==> src/core/sst_pkg.sv <==
// Package of constants and types for the switch telegram framer
package sst_pkg;
	localparam int unsigned ID_POS = 2;
	localparam int unsigned CNT_POS = 6;
	localparam int unsigned CMD_POS = 10;
	localparam int unsigned HDR_LEN = 2;
	localparam logic [7:0] CMD_PUSH = 8'h69;
	localparam logic [7:0] DATA_ENERGY_BAR = 8'h10;
	localparam logic [31:0] CNT_RESET = 32'h0000_0000;
	localparam int unsigned REPEATS = 3;
	localparam int unsigned FIFO_DEPTH = 4;
	localparam int unsigned MIX_ROUNDS = 8;
	// Arbitrary neutral identity value
	localparam logic [31:0] SENDER_ID_DEFAULT = 32'h1234_5678;
	localparam logic [15:0] HDR_BYTES = 16'h0000;
	typedef enum logic [2:0] {
		SST_IDLE,
		SST_SIGN,
		SST_SEND,
		SST_GAP
	} sst_state_t;
endpackage : sst_pkg

==> src/core/sst_byte_if.sv <==
// Byte stream interface between framer and FIFO
`timescale 1ns/1ns
interface sst_byte_if;
	logic valid;
	logic ready;
	logic [7:0] data;
	logic last;
	modport src (output valid, output data, output last, input ready);
	modport snk (input valid, input data, input last, output ready);
endinterface : sst_byte_if

==> src/core/sst_fifo.sv <==
// Small valid/ready FIFO for the outgoing byte stream
`timescale 1ns/1ns
module sst_fifo #(
	parameter int unsigned WIDTH = 9,
	parameter int unsigned DEPTH = sst_pkg::FIFO_DEPTH
) (
	input wire logic i_mclk,
	input wire logic i_rst,
	input wire logic i_in_valid,
	input wire logic [WIDTH-1:0] i_in_data,
	output logic o_in_ready,
	output logic o_out_valid,
	output logic [WIDTH-1:0] o_out_data,
	input wire logic i_out_ready
);
	localparam int unsigned AW = (DEPTH > 1) ? $clog2(DEPTH) : 1;
	initial begin
		if (DEPTH < 2 || (DEPTH & (DEPTH - 1)) != 0)
			$error("sst_fifo DEPTH must be a power of two >= 2");
	end
	logic [WIDTH-1:0] mem_q [DEPTH];
	logic [AW:0] wr_q;
	logic [AW:0] rd_q;
	wire full = (wr_q[AW] != rd_q[AW]) && (wr_q[AW-1:0] == rd_q[AW-1:0]);
	wire empty = (wr_q == rd_q);
	wire push = i_in_valid && !full;
	wire pop = i_out_ready && !empty;
	assign o_in_ready = !full;
	assign o_out_valid = !empty;
	assign o_out_data = mem_q[rd_q[AW-1:0]];
	always_ff @(posedge i_mclk) begin
		if (i_rst) begin
			wr_q <= '0;
			rd_q <= '0;
		end else begin
			if (push)
				wr_q <= wr_q + 1'b1;
			if (pop)
				rd_q <= rd_q + 1'b1;
		end
	end
	always_ff @(posedge i_mclk) begin
		if (push)
			mem_q[wr_q[AW-1:0]] <= i_in_data;
	end
endmodule : sst_fifo

==> src/core/sst_framer.sv <==
// Telegram payload framer with counter, signature and repeats
`timescale 1ns/1ns
// What this block does
// - Sender identifier goes in payload bytes 2 to 5, low byte first.
// - Sequence counter goes in payload bytes 6 to 9, low byte first.
// - Command byte sits at byte 10, optionally followed by a data byte.
// - Button push is command 0x69; data 0x10 means energy bar pressed.
// - A 32-bit signature fills the last four bytes of each telegram.
// - Signature is built from secret key, payload and full counter.
// - Counter advances once per user action, after the last of its copies is sent.
// - Payload bytes go out in plain text, never encrypted.
// - Counter in the signature makes each user action's signature differ; its copies share one.
// - Each user action sends several redundant copies of the telegram.
module sst_framer #(
	parameter logic [31:0] SENDER_ID = sst_pkg::SENDER_ID_DEFAULT,
	parameter int unsigned REPEATS = sst_pkg::REPEATS,
	parameter int unsigned DEPTH = sst_pkg::FIFO_DEPTH
) (
	input wire logic i_mclk,
	input wire logic i_rst,
	input wire logic [127:0] i_key,
	input wire logic i_act_valid,
	input wire logic [7:0] i_act_cmd,
	input wire logic i_act_has_data,
	input wire logic [7:0] i_act_data,
	output logic o_act_ready,
	output logic o_byte_valid,
	output logic [7:0] o_byte_data,
	output logic o_byte_last,
	input wire logic i_byte_ready,
	output logic [31:0] o_counter
);
	initial begin
		if (REPEATS < 1 || REPEATS > 15)
			$error("sst_framer REPEATS must be 1..15");
	end
	////////////////////////////////////////////////////////////////////////
	// Action capture and counter
	sst_pkg::sst_state_t state_q;
	sst_pkg::sst_state_t state_d;
	logic [31:0] cnt_q;
	logic [7:0] cmd_q;
	logic [7:0] dat_q;
	logic has_dat_q;
	logic [3:0] rep_q;
	logic [3:0] idx_q;
	logic [3:0] rnd_q;
	logic [31:0] mac_q;
	logic [4:0] len_w;
	wire idle = (state_q == sst_pkg::SST_IDLE);
	wire take = idle && i_act_valid;
	assign o_act_ready = idle;
	assign o_counter = cnt_q;
	// Header, id, counter, command, optional data, signature
	assign len_w = has_dat_q ? 5'd16 : 5'd15;
	////////////////////////////////////////////////////////////////////////
	// Signature mixer over key, payload and counter
	wire [31:0] k_word = i_key[rnd_q[1:0]*32 +: 32];
	wire [31:0] mix_in = {dat_q, cmd_q, 15'h0000, has_dat_q} ^ SENDER_ID;
	wire [31:0] mix_a = mac_q ^ k_word ^ cnt_q;
	wire [31:0] mix_b = {mix_a[24:0], mix_a[31:25]} + (mix_in ^ k_word);
	wire [31:0] mix_n = mix_b ^ {mix_b[12:0], mix_b[31:13]};
	wire sign_done = (rnd_q == 4'(sst_pkg::MIX_ROUNDS - 1));
	////////////////////////////////////////////////////////////////////////
	// Byte selection, plain text
	logic [7:0] byte_w;
	always_comb begin
		byte_w = 8'h00;
		if (idx_q < 4'(sst_pkg::ID_POS))
			byte_w = sst_pkg::HDR_BYTES[idx_q[0]*8 +: 8];
		else if (idx_q < 4'(sst_pkg::CNT_POS))
			byte_w = SENDER_ID[(idx_q - 4'd2)*8 +: 8];
		else if (idx_q < 4'(sst_pkg::CMD_POS))
			byte_w = cnt_q[(idx_q - 4'd6)*8 +: 8];
		else if (idx_q == 4'(sst_pkg::CMD_POS))
			byte_w = cmd_q;
		else if (has_dat_q && idx_q == 4'd11)
			byte_w = dat_q;
		else
			byte_w = mac_q[({1'b0, idx_q} + 5'd4 - len_w)*8 +: 8];
	end
	wire send = (state_q == sst_pkg::SST_SEND);
	wire last_w = ({1'b0, idx_q} == len_w - 5'd1);
	wire f_ready;
	wire push = send && f_ready;
	////////////////////////////////////////////////////////////////////////
	// Control
	always_comb begin
		state_d = state_q;
		case (state_q)
			sst_pkg::SST_IDLE:
				if (i_act_valid)
					state_d = sst_pkg::SST_SIGN;
			sst_pkg::SST_SIGN:
				if (sign_done)
					state_d = sst_pkg::SST_SEND;
			sst_pkg::SST_SEND:
				if (push && last_w)
					state_d = sst_pkg::SST_GAP;
			sst_pkg::SST_GAP:
				if (rep_q == 4'(REPEATS - 1))
					state_d = sst_pkg::SST_IDLE;
				else
					state_d = sst_pkg::SST_SEND;
			default:
				state_d = sst_pkg::SST_IDLE;
		endcase
	end
	always_ff @(posedge i_mclk) begin
		if (i_rst) begin
			state_q <= sst_pkg::SST_IDLE;
			cnt_q <= sst_pkg::CNT_RESET;
			cmd_q <= 8'h00;
			dat_q <= 8'h00;
			has_dat_q <= 1'b0;
			rep_q <= 4'h0;
			idx_q <= 4'h0;
			rnd_q <= 4'h0;
			mac_q <= 32'h0000_0000;
		end else begin
			state_q <= state_d;
			if (take) begin
				cmd_q <= i_act_cmd;
				dat_q <= i_act_data;
				has_dat_q <= i_act_has_data;
				rep_q <= 4'h0;
				idx_q <= 4'h0;
				rnd_q <= 4'h0;
				mac_q <= 32'h0000_0000;
			end
			if (state_q == sst_pkg::SST_SIGN) begin
				mac_q <= mix_n;
				rnd_q <= rnd_q + 4'h1;
			end
			if (push)
				idx_q <= last_w ? 4'h0 : idx_q + 4'h1;
			if (state_q == sst_pkg::SST_GAP) begin
				rep_q <= rep_q + 4'h1;
				if (rep_q == 4'(REPEATS - 1))
					cnt_q <= cnt_q + 32'h1;
			end
		end
	end
	////////////////////////////////////////////////////////////////////////
	// Output FIFO
	sst_byte_if fifo_in ();
	assign fifo_in.valid = send;
	assign fifo_in.data = byte_w;
	assign fifo_in.last = last_w;
	assign f_ready = fifo_in.ready;
	sst_fifo #(.WIDTH(9), .DEPTH(DEPTH)) u_fifo (
		.i_mclk(i_mclk),
		.i_rst(i_rst),
		.i_in_valid(fifo_in.valid),
		.i_in_data({fifo_in.last, fifo_in.data}),
		.o_in_ready(fifo_in.ready),
		.o_out_valid(o_byte_valid),
		.o_out_data({o_byte_last, o_byte_data}),
		.i_out_ready(i_byte_ready)
	);
endmodule : sst_framer

==> config.mk <==
export PLATFORM = sky130hd
export DESIGN_NAME = sst_framer
export DESIGN_NICKNAME = d
export VERILOG_FILES = /design/src/core/sst_pkg.sv /design/src/core/sst_byte_if.sv /design/src/core/sst_fifo.sv /design/src/core/sst_framer.sv
export SDC_FILE = /design/constraint.sdc
export NUM_CORES = 1
export LEC_CHECK = 0
export ABC_CLOCK_PERIOD_IN_PS = 10400
export BUFFER_PORTS_ARGS = -buffer_cell sky130_fd_sc_hd__buf_4
export CORE_ASPECT_RATIO = 0.8
export CORE_MARGIN = 10
export CORE_UTILIZATION = 52
export CTS_BUF_LIST = sky130_fd_sc_hd__clkbuf_4 sky130_fd_sc_hd__clkbuf_8
export CTS_CLUSTER_DIAMETER = 60
export DETAILED_ROUTE_END_ITERATION = 12
export PLACE_DENSITY = 0.76
export SLEW_MARGIN = 10
export SYNTH_ARGS = -nofsm -noshare
export SYNTH_HDL_FRONTEND = slang
export SYNTH_SLANG_ARGS = --single-unit
==> constraint.sdc <==
create_clock -name i_mclk -period 10.4 [get_ports i_mclk]
set_input_delay 2.08 -clock i_mclk [delete_from_list [all_inputs] [get_ports i_mclk]]
set_output_delay 2.08 -clock i_mclk [all_outputs]
set_load 0.05 [all_outputs]
==> metrics <==
measured slew at the worst slew-check pin=between 0.9 and 1 ns; first-pass detailed-route iteration total=6; Worst Path Arrival=5.61 ns; Post-synth ARST share=0; Setup crit end kind=flip-flop; WP data required=~11 ns; non-filler cells, final=1454; Design Area, Final=12030 um2; Max-Cap Viols=0; sequential-to-total area share from yosys stat=0.3137; unrepaired setup endpoints after global routing=no; Leakage=0.004804 uW; IO Pins=192; Mapped Cells=1021; Die W=around 180 um; initial core utilization=0.5280; WL per Instance=21.93 um; Yosys reg bits=139; PortBufs=191; Vias=8736; Max-Slew Margin vs Limit=0.3944; Final Power=~3200 uW; max frequency=0.1904 GHz; placed instance area=~12000 um2; Final Hold Fails=0; worst hold path type=flip-flop to flip-flop; first-pass GRT wire length=48.19 mm; vias in the first global route=8480; area delta synth->final=20.03%; Synth cell types=72; total grt overflow=0; hpwl dp=approximately 26 mm; n_diodes=0; top_reg_cell synth=dfxtp_1; num rows=45; Skew-Pair Late Insertion Delay=between 0.4 and 0.5 ns; placed insts=1422; H-tree Lvls=4; period utilization=0.5049; largest net degree at the start of global routing=a little under 80; Logic pwr share=0.633; antenna violations before repair=0; clk slew on worst S/H paths=0.10 ns; Vias/cell=around 6.0; post-route ant nets=0; total negative slack=0 ns; share of post-route cells with drive strength above 1=0.2600; clock tree sinks=139; synth top area cells=dfxtp_1 (21%), mux4_2 (13%), edfxtp_1 (11%), xnor2_1 (10%), ha_1 (6.4%); Reg power frac=0.227; most instantiated library cell after synthesis=xnor2_1; CTS tree=built; Clock Power Share=0.140; final WL=31.88 mm; Total Nets Final=1385; number of post-CTS setup repair buffers=0; Core Area=18970 um2; power density over the cells=263.9 nW/um2; most frequent cells after synthesis=xnor2_1 (118), nand2_1 (107), dfxtp_1 (103); status=finished, final reports clean; Synth Net Count=1223; WS Path Type=input port to flip-flop; Clock Path Buffers=2; Yosys warning count=0; worst vdd ir=about 0.16 mV; hold_buf cts=0; min cycle time layout=5.251 ns; Die H=between 100 and 150 um; root buffer cell=clkbuf_8; DRC viols=0; Post-synth EDFFs=36; worst-path maximum fanout=5; Total Routing Usage GR=0.2481; crit start category=input port; mean post-synth cell area=roughly 9.8 um2; Yosys top cell by area=dfxtp_1; Max Slew Vio Count=0; Worst Skew=around 0.018 ns; Synth top area share=0.2058; TritonCTS Buffers=17; Synth Cell Area=approximately 10000 um2; Internal Power=1739 uW; Post-CTS Resized=0; switching part of the total=0.4520; die area=25250 um2; sw power=1434 uW; setup violators final=0; initial DRC count=roughly 1000; RD Place Congestion=0.9897
## worst paths after layout
path	from	to	slack, ns	cells after the start
setup / recovery	i_key[121]	mac_q[15]	5.15	14
hold / removal	rnd_q[3]	rnd_q[3]	0.49	2
setup reg to reg	rnd_q[0]	mac_q[15]	5.88	14
hold reg to reg	rnd_q[3]	rnd_q[3]	0.49	2
## power groups by stage
stage	sequential, uW	combinational (uW)	clock, uW
6_report	721	2010	444
5_1_grt	727	2130	466
4_1_cts	714	1960	445
3_5_place_dp	725	1950	0
3_3_place_gp	725	1920	0
2_1_floorplan	683	1500	0
## critical path, cell delays in order
cell and delay (ns):
buf_4 0.11, mux4_2 0.55, xnor2_1 0.21, ha_1 0.21
inv_1 0.06, fa_1 0.41, nor2b_1 0.22, o2111ai_1 0.18
a21oi_2 0.31, o21ai_4 0.14, a311o_1 0.33, nor4b_1 0.18
o311a_1 0.35, a221o_1 0.26
## per-stage QoR
| step | utilization | worst slack (ns) | hold slack, ns |
|---|---|---|---|
| 3_5_place_dp | 0.6122 | 4.709 | 0.4760 |
| 6_report | 0.6338 | 5.149 | 0.4857 |
| 2_1_floorplan | - | 5.271 | 0.4481 |
| 3_3_place_gp | 0.6122 | 4.853 | 0.4624 |
| 4_1_cts | 0.6338 | 5.214 | 0.4883 |
| 5_1_grt | 0.6338 | 5.044 | 0.5107 |
## state kept, by name, indices dropped and copies added, names as in the netlist, named ones only
register and count:
cmd_q 8, dat_q 8, has_dat_q 1, idx_q 4, mac_q 32, o_counter 32
rep_q 4, rnd_q 4, state_q 2, u_fifo.mem_q 36, u_fifo.rd_q 3, u_fifo.wr_q 3
## layout make-up
class	instances	area, um2
Fill cell	1535	6949
Timing Repair Buffer	197	1479
Multi-Input combinational cell	796	6549
Clock inverter	15	175.2
Sequential cell	139	3146
Inverter	32	120.1
Tap cell	258	322.8
Clock buffer	17	234.0
## cells by family (layout without fill, tap and decap cells)
kind of cell    after synthesis  count (layout)  synth area share
mux                          62              62            0.1333
simple gates                310             310            0.1486
xor+xnor                    170             170            0.1665
buf+inv                      86             261           0.03310
compound gates              201             201            0.1371
fa+ha+maj                    53              53           0.06769
flops                       139             139            0.3137
## layer usage
layer	global-route usage	wire length, um	share of wire	vias up
met3	0.09302	4332	0.14	55
met1	0.3429	13840	0.43	4088
met4	0.05922	637	0.020	0
met5	0	0	0	-
met2	0.3592	13070	0.41	565
li1	-	-	-	4028
## placed cells by master, fill, tap and decap left out, types with 11 or more instances in the layout
cell type / synthesis / final
o21ai_0: 34 / 34
clkbuf_8: 0 / 17
a22o_1: 12 / 12
xor2_1: 39 / 39
edfxtp_1: 36 / 36
and3_1: 19 / 19
dfxtp_1: 103 / 101
and2_1: 11 / 11
a21o_1: 15 / 15
inv_1: 32 / 32
nand2_1: 107 / 107
nor2_1: 80 / 80
mux4_2: 57 / 57
ha_1: 51 / 51
nand2b_1: 15 / 15
buf_4: 1 / 197
a21oi_1: 69 / 69
xnor2_1: 118 / 118
nand3_1: 23 / 23
xnor3_1: 13 / 13
Note: power is estimated with default switching activity, not from simulation.
